## config.mk

```make
export PLATFORM = sky130hd
export DESIGN_NAME = bmf_host
export DESIGN_NICKNAME = d
export VERILOG_FILES = /design/src/hw/bmf_pkg.sv /design/src/hw/bmf_host.sv
export SDC_FILE = /design/constraint.sdc
export NUM_CORES = 1
export LEC_CHECK = 0
export BUFFER_PORTS_ARGS = -buffer_cell sky130_fd_sc_hd__clkbuf_2
export CORE_UTILIZATION = 45
export CTS_BUF_LIST = sky130_fd_sc_hd__clkbuf_8
export DETAILED_ROUTE_END_ITERATION = 6
export PLACE_DENSITY = 0.61
export SLEW_MARGIN = 20
export SYNTH_ARGS = -nofsm -noshare
export SYNTH_HDL_FRONTEND = slang
export SYNTH_SLANG_ARGS = --single-unit
```

## constraint.sdc

```tcl
create_clock -name clk -period 14.6 [get_ports clk]
set_input_delay 2.92 -clock clk [delete_from_list [all_inputs] [get_ports clk]]
set_output_delay 2.92 -clock clk [all_outputs]
set_load 0.05 [all_outputs]
```

## src/hw/bmf_pkg.sv

```systemverilog
/*
  constants, register map and types of the host-side message framer.
  assumes one 200 mhz clock domain shared by host bus and byte link.
*/
package bmf_pkg;
  // ----------------------------------------------------------------
  // host register map (byte addresses)
  // ----------------------------------------------------------------
  localparam logic [5:0] A_CMD = 6'h00;
  localparam logic [5:0] A_CORR = 6'h04;
  localparam logic [5:0] A_IMM0 = 6'h08;
  localparam logic [5:0] A_IMM3 = 6'h14;
  localparam logic [5:0] A_CTRL = 6'h18;
  localparam logic [5:0] A_STAT = 6'h1c;
  localparam logic [5:0] A_RCMD = 6'h20;
  localparam logic [5:0] A_RCORR = 6'h24;
  localparam logic [5:0] A_RLEN = 6'h28;
  localparam logic [5:0] A_RERR = 6'h2c;
  localparam logic [5:0] A_RIMM = 6'h30;
  localparam int CTRL_GO = 8;
  localparam int ST_BUSY = 0;
  localparam int ST_DONE = 1;
  localparam int ST_TRL = 2;
  localparam int ST_LEN = 3;
  localparam int ST_NACK = 4;
  localparam int ST_OVF = 5;
  localparam int ST_MIS = 6;
  localparam logic [6:0] STAT_RST = 7'h00;
  // ----------------------------------------------------------------
  // frame layout
  // ----------------------------------------------------------------
  localparam logic [5:0] OFS_PVER = 6'd2;
  localparam logic [5:0] OFS_ERR = 6'd6;
  localparam logic [5:0] OFS_CMD = 6'd8;
  localparam logic [5:0] OFS_CORR = 6'd12;
  localparam logic [5:0] OFS_CKT = 6'd22;
  localparam logic [5:0] OFS_ILEN = 6'd23;
  localparam logic [5:0] OFS_IMM = 6'd24;
  localparam logic [5:0] OFS_REM = 6'd40;
  localparam logic [5:0] OFS_TRL = 6'd60;
  localparam logic [5:0] HDR_LAST = 6'd43;
  localparam logic [5:0] FRAME_LAST = 6'd63;
  localparam logic [31:0] TAIL_LEN = 32'd20;
  localparam logic [31:0] CKS_LEN = 32'd16;
  localparam logic [31:0] TRL_LEN = 32'd4;
  localparam logic [31:0] MAX_PAY = 32'd8192;
  localparam logic [7:0] SYNC0 = 8'hc1;
  localparam logic [7:0] SYNC1 = 8'hc0;
  localparam logic [31:0] TRAILER = 32'hc5c4c3c2;
  localparam logic [15:0] PROTO_VER = 16'h1100;
  localparam logic [7:0] CK_NONE = 8'h00;
  localparam logic [4:0] IMM_MAX = 5'h10;
  localparam int FEAT_LSB = 20;
  localparam int SUB_LSB = 8;
  typedef enum logic [2:0] {RX_HUNT, RX_SYNC, RX_HDR, RX_PAY, RX_CKS, RX_TRL} bmf_rx_e;
endpackage

```

## src/hw/bmf_host.sv

```systemverilog
/*
  host-side framer: builds request frames from registers, sends them
  byte-wise, parses answer frames and streams payload through a two-entry
  buffer. assumes byte link and host bus run on clk.
*/
`timescale 1ns/1ps
module bmf_host
  import bmf_pkg::*;
(
  input wire logic clk, // 200 mhz clock
  input wire logic nrst, // synchronous reset, active low
  input wire logic ce, // clock enable, freezes all state when low
  input wire logic [5:0] addr, // register byte address
  input wire logic [31:0] wdata, // write data
  input wire logic wr, // write strobe
  input wire logic rd, // read strobe
  output logic [31:0] rdata, // read data, cycle after rd
  output logic [7:0] tx_data, // request byte to device
  output logic tx_valid, // request byte valid
  input wire logic tx_ready, // device takes request byte
  input wire logic [7:0] rx_data, // answer byte from device
  input wire logic rx_valid, // answer byte valid
  output logic rx_ready, // framer takes answer byte
  output logic [7:0] pl_data, // answer payload byte
  output logic pl_valid, // payload byte valid
  input wire logic pl_ready // consumer takes payload byte
);
  // ----------------------------------------------------------------
  // state
  // ----------------------------------------------------------------
  logic [31:0] cmd_reg, corr_reg, rcmd_reg, rcorr_reg, rlen_reg, rimm_reg, rem_reg;
  logic [127:0] imm_reg;
  logic [4:0] ilen_reg, rilen_reg;
  logic [15:0] rerr_reg;
  logic [6:0] stat_reg;
  logic [31:0] rdata_reg, rx_cnt_reg;
  logic [7:0] tx_data_reg, out_reg, skid_reg;
  logic tx_valid_reg, tx_busy_reg, out_v_reg, skid_v_reg, rx_ready_reg;
  logic [5:0] tx_idx_reg;
  bmf_rx_e rx_state_reg;

  // ----------------------------------------------------------------
  // register decode
  // ----------------------------------------------------------------
  wire w_en = ce & wr;
  wire hit_imm = addr >= A_IMM0 && addr <= A_IMM3;
  wire [1:0] imm_w = 2'(addr[5:2] - A_IMM0[5:2]);
  wire go = w_en && addr == A_CTRL && wdata[CTRL_GO] && !tx_busy_reg;
  wire [4:0] len_wr = wdata[4:0] > IMM_MAX ? IMM_MAX : wdata[4:0];
  wire [31:0] rd_mux =
    addr == A_CMD ? cmd_reg :
    addr == A_CORR ? corr_reg :
    hit_imm ? imm_reg[{imm_w, 5'b0} +: 32] :
    addr == A_CTRL ? {27'h0, ilen_reg} :
    addr == A_STAT ? {25'h0, stat_reg[6:1], tx_busy_reg} :
    addr == A_RCMD ? rcmd_reg :
    addr == A_RCORR ? rcorr_reg :
    addr == A_RLEN ? rlen_reg :
    addr == A_RERR ? {11'h0, rilen_reg, rerr_reg} :
    addr == A_RIMM ? rimm_reg : 32'h0;

  always_ff @(posedge clk)
  begin
    if (!nrst)
    begin
      cmd_reg <= 32'h0;
      corr_reg <= 32'h0;
      imm_reg <= 128'h0;
      ilen_reg <= 5'h0;
      rdata_reg <= 32'h0;
    end
    else if (ce)
    begin
      if (wr && addr == A_CMD)
        cmd_reg <= wdata;
      if (wr && addr == A_CORR)
        corr_reg <= wdata;
      if (wr && hit_imm)
        imm_reg[{imm_w, 5'b0} +: 32] <= wdata;
      if (wr && addr == A_CTRL && !tx_busy_reg)
        ilen_reg <= len_wr;
      rdata_reg <= rd ? rd_mux : 32'h0;
    end
  end

  // ----------------------------------------------------------------
  // request transmitter
  // ----------------------------------------------------------------
  wire tx_adv = ce & tx_valid_reg & tx_ready;
  wire [5:0] nidx = 6'(tx_idx_reg + 6'd1);
  wire [5:0] imm_off = 6'(nidx - OFS_IMM);
  wire [5:0] trl_off = 6'(nidx - OFS_TRL);
  wire [4:0] b8 = {nidx[1:0], 3'b0};
  logic [7:0] tx_byte;

  always_comb
  begin
    tx_byte = 8'h00;
    if (nidx == 6'd1)
      tx_byte = SYNC1;
    else if (nidx == OFS_PVER || nidx == OFS_PVER + 6'd1)
      tx_byte = PROTO_VER[{nidx[0], 3'b0} +: 8];
    else if (nidx >= OFS_CMD && nidx < OFS_CORR)
      tx_byte = cmd_reg[b8 +: 8];
    else if (nidx >= OFS_CORR && nidx < OFS_CORR + 6'd4)
      tx_byte = corr_reg[b8 +: 8];
    else if (nidx == OFS_CKT)
      tx_byte = CK_NONE;
    else if (nidx == OFS_ILEN)
      tx_byte = {3'b0, ilen_reg};
    else if (nidx >= OFS_IMM && nidx < OFS_REM)
      tx_byte = {1'b0, imm_off[4:0]} < {1'b0, ilen_reg} ?
                imm_reg[{imm_off[3:0], 3'b0} +: 8] : 8'h00;
    else if (nidx >= OFS_REM && nidx <= HDR_LAST)
      tx_byte = TAIL_LEN[b8 +: 8];
    else if (nidx >= OFS_TRL)
      tx_byte = TRAILER[5'(5'd24 - {trl_off[1:0], 3'b0}) +: 8];
  end

  // bytes 44..59 stay zero: integrity block with no check selected
  always_ff @(posedge clk)
  begin
    if (!nrst)
    begin
      tx_valid_reg <= 1'b0;
      tx_busy_reg <= 1'b0;
      tx_idx_reg <= 6'h0;
      tx_data_reg <= 8'h0;
    end
    else if (go)
    begin
      tx_valid_reg <= 1'b1;
      tx_busy_reg <= 1'b1;
      tx_idx_reg <= 6'h0;
      tx_data_reg <= SYNC0;
    end
    else if (tx_adv)
    begin
      tx_idx_reg <= nidx;
      tx_data_reg <= tx_byte;
      if (tx_idx_reg == FRAME_LAST)
      begin
        tx_valid_reg <= 1'b0;
        tx_busy_reg <= 1'b0;
      end
    end
  end

  // ----------------------------------------------------------------
  // answer parser
  // ----------------------------------------------------------------
  wire rx_take = ce & rx_valid & rx_ready_reg;
  wire [7:0] b = rx_data;
  wire [5:0] pos = rx_cnt_reg[5:0];
  wire [31:0] rem_full = {b, rem_reg[31:8]};
  wire [31:0] pay_len = rem_full - TAIL_LEN;
  wire [11:0] feature_category_code = rcmd_reg[31:FEAT_LSB];
  wire [11:0] feature_subgroup_code = rcmd_reg[FEAT_LSB-1:SUB_LSB];
  wire [7:0] command_index_code = rcmd_reg[SUB_LSB-1:0];
  wire cmd_mis = feature_category_code != cmd_reg[31:FEAT_LSB] ||
                 feature_subgroup_code != cmd_reg[FEAT_LSB-1:SUB_LSB] ||
                 command_index_code != cmd_reg[SUB_LSB-1:0] ||
                 rcorr_reg != corr_reg;
  wire [1:0] trl_i = rx_cnt_reg[1:0];
  wire trl_bad = b != TRAILER[5'(5'd24 - {trl_i, 3'b0}) +: 8];
  wire hdr_end = rx_take && rx_state_reg == RX_HDR && pos == HDR_LAST;
  wire len_bad = hdr_end && rem_full < TAIL_LEN;
  wire ovf = hdr_end && !len_bad && pay_len > MAX_PAY;
  wire trl_err = rx_take && rx_state_reg == RX_TRL && trl_bad;
  wire done = rx_take && rx_state_reg == RX_TRL && !trl_bad && rx_cnt_reg == TRL_LEN - 32'd1;
  wire push = rx_take && rx_state_reg == RX_PAY;
  wire [6:0] st_set = {done & cmd_mis, ovf, done & (rerr_reg != 16'h0), len_bad, trl_err,
                       done, 1'b0};
  wire [6:0] st_clr = (w_en && addr == A_STAT) ? wdata[6:0] : 7'h0;

  always_ff @(posedge clk)
  begin
    if (!nrst)
    begin
      rx_state_reg <= RX_HUNT;
      rx_cnt_reg <= 32'h0;
      rcmd_reg <= 32'h0;
      rcorr_reg <= 32'h0;
      rem_reg <= 32'h0;
      rlen_reg <= 32'h0;
      rimm_reg <= 32'h0;
      rilen_reg <= 5'h0;
      rerr_reg <= 16'h0;
      stat_reg <= STAT_RST;
    end
    else if (ce)
    begin
      stat_reg <= (stat_reg & ~st_clr) | st_set; // set wins over clear
      if (rx_take)
      begin
        rx_cnt_reg <= rx_cnt_reg + 32'd1;
        case (rx_state_reg)
          RX_HUNT:
            if (b == SYNC0)
              rx_state_reg <= RX_SYNC;
          RX_SYNC:
          begin
            rx_cnt_reg <= {26'h0, OFS_PVER};
            if (b == SYNC1)
              rx_state_reg <= RX_HDR;
            else if (b != SYNC0)
              rx_state_reg <= RX_HUNT;
          end
          RX_HDR:
          begin
            if (pos == OFS_ERR || pos == OFS_ERR + 6'd1)
              rerr_reg <= {b, rerr_reg[15:8]};
            if (pos >= OFS_CMD && pos < OFS_CORR)
              rcmd_reg <= {b, rcmd_reg[31:8]};
            if (pos >= OFS_CORR && pos < OFS_CORR + 6'd4)
              rcorr_reg <= {b, rcorr_reg[31:8]};
            if (pos == OFS_ILEN)
              rilen_reg <= b > {3'b0, IMM_MAX} ? IMM_MAX : b[4:0];
            if (pos >= OFS_IMM && pos < OFS_IMM + 6'd4)
              rimm_reg <= {b, rimm_reg[31:8]};
            if (pos >= OFS_REM)
              rem_reg <= rem_full;
            if (pos == HDR_LAST)
            begin
              rx_cnt_reg <= 32'h0;
              rlen_reg <= pay_len;
              if (len_bad || ovf)
                rx_state_reg <= RX_HUNT;
              else if (pay_len == 32'h0)
                rx_state_reg <= RX_CKS;
              else
              begin
                rx_state_reg <= RX_PAY;
                rimm_reg <= 32'h0;
                rilen_reg <= 5'h0;
              end
            end
          end
          RX_PAY:
            if (rx_cnt_reg == rlen_reg - 32'd1)
            begin
              rx_cnt_reg <= 32'h0;
              rx_state_reg <= RX_CKS;
            end
          RX_CKS:
            if (rx_cnt_reg == CKS_LEN - 32'd1)
            begin
              rx_cnt_reg <= 32'h0;
              rx_state_reg <= RX_TRL;
            end
          RX_TRL:
            if (trl_bad || rx_cnt_reg == TRL_LEN - 32'd1)
              rx_state_reg <= RX_HUNT;
          default:
            rx_state_reg <= RX_HUNT;
        endcase
      end
    end
  end

  // ----------------------------------------------------------------
  // two-entry payload buffer
  // ----------------------------------------------------------------
  wire pop = ce & out_v_reg & pl_ready;
  wire skid_v_next = skid_v_reg ? !pop : (push && out_v_reg && !pop);

  always_ff @(posedge clk)
  begin
    if (!nrst)
    begin
      out_v_reg <= 1'b0;
      skid_v_reg <= 1'b0;
      out_reg <= 8'h0;
      skid_reg <= 8'h0;
      rx_ready_reg <= 1'b0;
    end
    else if (ce)
    begin
      rx_ready_reg <= !skid_v_next;
      skid_v_reg <= skid_v_next;
      if (skid_v_reg && pop)
        out_reg <= skid_reg;
      else if (push && (!out_v_reg || pop))
        out_reg <= b;
      else if (push)
        skid_reg <= b;
      if (pop || push)
        out_v_reg <= skid_v_reg || push || (out_v_reg && !pop);
    end
  end

  assign rdata = rdata_reg;
  assign tx_data = tx_data_reg;
  assign tx_valid = tx_valid_reg;
  assign rx_ready = rx_ready_reg;
  assign pl_data = out_reg;
  assign pl_valid = out_v_reg;
endmodule

```

==> reports/results.tsv, run 1 <==
metric	value	unit
wl_per_cell	25.8	um
pin_count	105	
drtAntennaViolNets	0	
avgViaCountPerCell	6.34	
synth_area_leader_cell	dfxtp_1	
p_comb_frac	0.049	
power.leakage	10.4	nW
nFillCells	5346	
cts_tree	built	
root_buffer	clkbuf_8	
seqPwrFrac	0.485	
ctsHoldBuffers	0	
dp_hpwl	70.3	mm
synth_ff_type	dfxtp_1	
ys_seq_area_frac	0.368	
start_util	0.458	
p_sw	0.683	mW
synth_cell_types	80	
hp-class	register to register	
die-area	0.0587	mm2
placed_cells	3705	
area_growth	9.37	%
max_stage_delay	550	ps
htreeDepth	3	
path_class	input port to register	
clock_power_share	0.466	
fin_skew	44.2	ps
synthTopCellsByArea	dfxtp_1 37%, nand2_1 8.6%, a21boi_0 8.5%, mux4_2 7.6%, nand3_1 3.7%	
post-cts-setup-buffer-count	0	
rsz0062_at_grt	no	
cp_slowest_cell	nand2_1	
synth.top_cell.area_share	0.368	
portBuffers	104	
routabilityCongestion	0.988	
setup_viol	0	
stdcell_count	3849	
power_density	95.0	mW/mm2
end_kind	register	
largest_reg_flops	128	
drive_gt1_frac	0.125	
overflow	0	
grt_max_degree	112	
required	15160	ps
ys_ff_latch	477	
rows	87	
wl	99.1	mm
avgSynthCellArea	8.43	um2
maxCapViolations	0	
synth_nets	3156	
cts_made_buffers	87	
core_area	0.0567	mm2
path_cells	clkbuf_2, buf_4, inv_1, ha_1, nor3b_1, nor3_1, or3_1, nor2_1, nand2_1, buf_4, nand2_1, a21boi_0	
slew-limit-headroom	0.266	
p_total	2.70	mW
syn-cell-area	0.0260	mm2
finalSetupTns	0	ps
drtIter0Drc	2668	
cp-start-kind	input port	
first_pass_iters	6	
period_minus_slack	6150	ps
max-clock-path-buffers	3	
antenna_found_initial	3	
grt.total_usage	0.331	
die_x	242	um
yosys-top-cells-count	597 x nand2_1, 477 x dfxtp_1, 295 x a21boi_0	
clock_latency	720	ps
hold_viol	0	
grt_pass1_wl	148	mm
ys_async_sr_fraction	0	
synth_cells	3081	
finalCritPeriodShare	0.422	
clock.fmax	162	MHz
path_max_fanout	36	
yosysMostFrequentCell	nand2_1	
drv_slew	0	
grt_pass1_vias	22700	
path_clk_slew	60	ps
cp.arrival	6710	ps
yosys_warnings	0	
tightest_slew	1100	ps
p_sw_frac	0.253	
cts_resized	0	
vias	24400	
synth_edf_count	0	
die_h	242	um
internal-power	2.01	mW
final_nets	3113	
ir_drop	57.2	uV
status	complete, no violations	
remaining_drc_errors	0	
cts_sinks	477	
[stage by stage]
stage / utilization / hold WS, ps / cell area [um2] / worst slack (ps)
detailed placement: 0.471 / 445 / 26700 / 7880
global placement: 0.471 / 447 / 26700 / 8020
global route: 0.501 / 478 / 28400 / 8200
CTS: 0.500 / 456 / 28400 / 8620
finish: 0.501 / 451 / 28400 / 8450
floorplan: - / 433 / 26000 / 8650
[routing by layer]
metal / vias to the layer above / wire length, um / global-route usage
met3: 224 / 9890 / 0.0670
met5: - / 26 / 0
li1: 10900 / - / -
met4: 4 / 3840 / 0.123
met2: 1263 / 42600 / 0.491
met1: 12000 / 42800 / 0.472
[final cells by class]
cell class              count  area, um2  area share
diodes                      1       2.50   0.0000881
inverters                  38        143     0.00502
flip-flops and latches    477       9550       0.336
multi-input cells        2291      15300       0.537
repair buffers            143        823      0.0290
well taps                 756        946      0.0333
clock buffers             107       1470      0.0519
clock inverters            36        196     0.00692
[cells in the final DEF, fill, tap and decap left out, drive strengths merged, types with 36 or more instances in the layout]
cell type / Yosys / layout
a22oi: 69 / 69
inv: 38 / 67
dfxtp: 477 / 477
a21oi: 43 / 43
mux4: 88 / 88
buf: 34 / 40
nor4: 54 / 54
nor2: 146 / 146
xnor2: 55 / 55
a21boi: 295 / 295
o211ai: 36 / 36
xor2: 108 / 108
nor3: 55 / 55
nand2: 597 / 597
nand3: 191 / 191
clkbuf: 241 / 210
nor2b: 62 / 62
a221oi: 49 / 49
o21ai: 108 / 108
[kinds of logic (layout without fill, tap and decap cells)]
logic type,count (synthesis),after routing,synth area share
simple gates,1269,1269,0.230
compound gates,726,726,0.204
flops,477,477,0.368
buf+inv,313,324,0.0478
xor+xnor,163,163,0.0550
mux,112,112,0.0856
fa+ha+maj,21,21,0.0101
other cells,0,1,0
[power groups by stage]
| stage | clock [mW] | combinational (mW) | sequential, mW |
|---|---|---|---|
| after floorplan | 0 | 0.0685 | 1.34 |
| after global placement | 0 | 0.126 | 1.34 |
| after detailed placement | 0 | 0.128 | 1.34 |
| after CTS | 1.27 | 0.128 | 1.31 |
| after global routing | 1.33 | 0.136 | 1.31 |
| final | 1.26 | 0.132 | 1.31 |
[critical path: cells and delay by family]
| kind | cells | cell delay [ps] |
|---|---|---|
| compound gates | 1 | 70 |
| simple gates | 6 | 2250 |
| fa+ha+maj | 1 | 350 |
| buf+inv | 4 | 1110 |
[path summary, 6_finish.rpt]
path | startpoint | end | slack (ps) | cells after the start
setup reg to reg | tx_idx_reg[0] | tx_data[2] | 9760 | 10
setup / recovery | addr[2] | imm_reg[86] | 8450 | 12
hold reg to reg | rdata[23] | rdata[23] | 450 | 2
hold / removal | rdata[23] | rdata[23] | 450 | 2
No activity file was read; power rests on OpenSTA's default activity.
==> inputs of run 2 (changes only) <==
- ABC_AREA: default -> 1
- PLACE_DENSITY: 0.61 -> 0.63
- clock period: 14.6 -> 5.2 ns (I/O delays scaled with it)
==> reports/results.tsv, run 2 <==
metric	value	unit	change
routed.top_layer	met5		
synth_edf_count	0		unchanged
cp.arrival	4490	ps	-2220 ps
met2_length	48.6	mm	+14%
final_common_cell	nand2_1		
power.leakage	12.5	nW	+20%
remaining_drc_errors	2		+2
finalCritPeriodShare	0.742		
ir_drop	165	uV	+190%
clock.fmax	259	MHz	
core_area	0.0595	mm2	+4.9%
path_cells	ha_1, nand2_1, inv_1, nand2_1, nand2_1, inv_1, ha_1, ha_1, a21oi_1, o21ai_0, a21oi_1, nand3_1, o21ai_0, nand2_1, nand2_1, nand2_1, nand2_1, nand2_1, a21oi_1		
synth_top_family_by_area	compound AO/OA/AOI/OAI gates		
synth_nets	4298		+36%
required	5820	ps	-9340 ps
rows	89		+2.3%
end_kind	register		
fin_ws	1340	ps	-7110 ps
start_util	0.459		+0.000784
synth_ff_type	dfxtp_1		
slew-limit-headroom	0.333		+0.0669
finalSetupTns	0	ps	unchanged
wl_met1	45.4	mm	+6.2%
htreeDepth	3		unchanged
hp-class	register to register		
die-area	0.0616	mm2	+5.0%
nFillCells	6290		+18%
avgViaCountPerCell	5.79		-8.8%
mostFrequentLayoutCells	623 x nand2_1, 617 x o21ai_0, 590 x a21oi_1, 522 x inv_1, 515 x nor2_1		
path_clk_slew	70	ps	about the same
final_nets	4284		+38%
maxCapViolations	0		unchanged
synth_cells	4222		+37%
drtAntennaViolNets	0		unchanged
violations	design-rule violations		
power_density	263	mW/mm2	+180%
dp_hpwl	80.4	mm	+14%
largest_reg_flops	128		unchanged
synth_mux_area_frac	0		-0.0856
wl_per_cell	22.1	um	-14%
synth_area_leader_cell	dfxtp_1		
yosys-top-cells-count	627 x nand2_1, 617 x o21ai_0, 590 x a21oi_1		
synth.top_cell.area_share	0.350		-0.0176
drv_slew	0		unchanged
synth_cell_types	52		-35%
multiInputGateArea	0.0148	mm2	-2.8%
max_stage_delay	630	ps	+80 ps
route.met3.wl	9.12	mm	-7.8%
drive_gt1_frac	0.0828		-0.0423
routabilityCongestion	1.01		+2.7%
grt_pass1_wl	165	mm	+12%
overflow	0		unchanged
p_total	7.88	mW	+190%
cts_tree	built		
cp-start-kind	register		
antenna_found_initial	2		-1
path_class	register to register		
hold_viol	0		unchanged
clock_latency	710	ps	about the same
synthTopCellsByArea	dfxtp_1 35%, o21ai_0 11%, a21oi_1 11%, nand2_1 8.6%, nor2_1 7.2%		
period_minus_slack	3860	ps	
syn-cell-area	0.0273	mm2	+5.0%
max-clock-path-buffers	3		unchanged
tightest_slew	1000	ps	-100 ps
grt_max_degree	138		+23%
yosysMostFrequentCell	nand2_1		
portBuffers	104		unchanged
wl	111	mm	+12%
ys_seq_area_frac	0.350		-0.0176
ys_ff_latch	477		unchanged
ys_async_sr_fraction	0		unchanged
grt_pass1_vias	26100		+15%
vias	29200		+20%
dp_slack	1160	ps	-6710 ps
cts_made_buffers	86		-1.1%
first_pass_iters	7		+1
yosys_warnings	0		unchanged
seq_area	0.00955	mm2	about the same
die_x	248	um	+2.5%
cts_resized	0		unchanged
status	finished, violations left		
die_h	248	um	+2.5%
fin_skew	24.6	ps	-19.6 ps
setup_viol	0		unchanged
rsz0062_at_grt	no		
synth-adder-area-share	0.0101		-0.0000259
synth-simple-area-share	0.220		-0.00982
root_buffer	clkbuf_8		
grt.total_usage	0.356		+0.0251
synth_xor_area_frac	0.0327		-0.0223
crit_top_cell	nand2_1		
ctsHoldBuffers	0		unchanged
cts_sinks	477		unchanged
path_max_fanout	36		unchanged
area_growth	9.99	%	
drtIter0Drc	3158		+18%
post-cts-setup-buffer-count	0		unchanged
pin_count	105		unchanged
synth_compound_area_frac	0.279		+0.0757
avgSynthCellArea	6.46	um2	-23%
cp_slowest_cell	dfxtp_4		
-- run 2: changes by cell type after synthesis, sizes merged, moves of 45 or more --
cell    delta
nor2     +400
o21ai    +513
a221oi    -49
o211ai    +45
o22ai     +48
a21boi   -295
inv      +456
a21oi    +548
nor2b     -62
mux4      -88
a22oi     -60
xor2      -52
nand3     -54
-- run 2: cell type report --
class / count / area share
clock buffer: 105 / 0.0482
timing repair buffer: 165 / 0.0347
multi-input combinational: 2978 / 0.494
clock inverter: 48 / 0.00914
inverter: 500 / 0.0627
tap: 773 / 0.0322
sequential: 477 / 0.318
antenna: 2 / 0.000167
-- run 2: power breakdown --
group,switching (mW),internal (mW)
Combinational,0.431,0.128
Sequential,0.0152,3.68
Clock,1.70,1.92
Total,2.15,5.73
-- run 2: metal layers --
layer  vias to the layer above  track usage
met5                         -            0
met4                         2        0.233
met3                       327       0.0603
met2                      1368        0.550
met1                     13500        0.458
li1                      14100            -
-- run 2: worst max-delay path, delay by kind of cell (launching register included) --
family	cells	cell delay (ps)
AOI/OAI and AO/OA	5	1100
DFF	1	630
buffers and inverters	2	240
adders and majority gates	3	870
and+or+nand+nor	9	930
-- run 2: kinds of logic (layout without fill, tap and decap cells) --
| family | count (synthesis) | after routing |
|---|---|---|
| buffers and inverters | 767 | 818 |
| and+or+nand+nor | 1442 | 1442 |
| other | 0 | 2 |
| DFF | 477 | 477 |
| adders and majority gates | 22 | 22 |
| xor gates and xnor gates | 97 | 97 |
| AOI/OAI and AO/OA | 1417 | 1417 |
-- run 2: metrics by stage --
| stage | util | hold WS (ps) | instances | cell area, um2 |
|---|---|---|---|---|
| global route | 0.504 | 474 | 5047 | 30000 |
| global placement | 0.475 | 449 | 4893 | 28300 |
| detailed placement | 0.475 | 456 | 4893 | 28300 |
| floorplan | - | 436 | 4222 | 27300 |
| finish | 0.504 | 462 | 5048 | 30000 |
| CTS | 0.504 | 466 | 5046 | 30000 |
-- run 2: path summary, 6_finish.rpt --
check | startpoint | to | slack (ps) | cells past startpoint
max | tx_idx_reg[0] | tx_data[2] | 1340 | 19
min | tx_data[1] | tx_data[1] | 460 | 2
max reg2reg | tx_idx_reg[0] | tx_data[2] | 1340 | 19
min reg2reg | tx_data[1] | tx_data[1] | 460 | 2
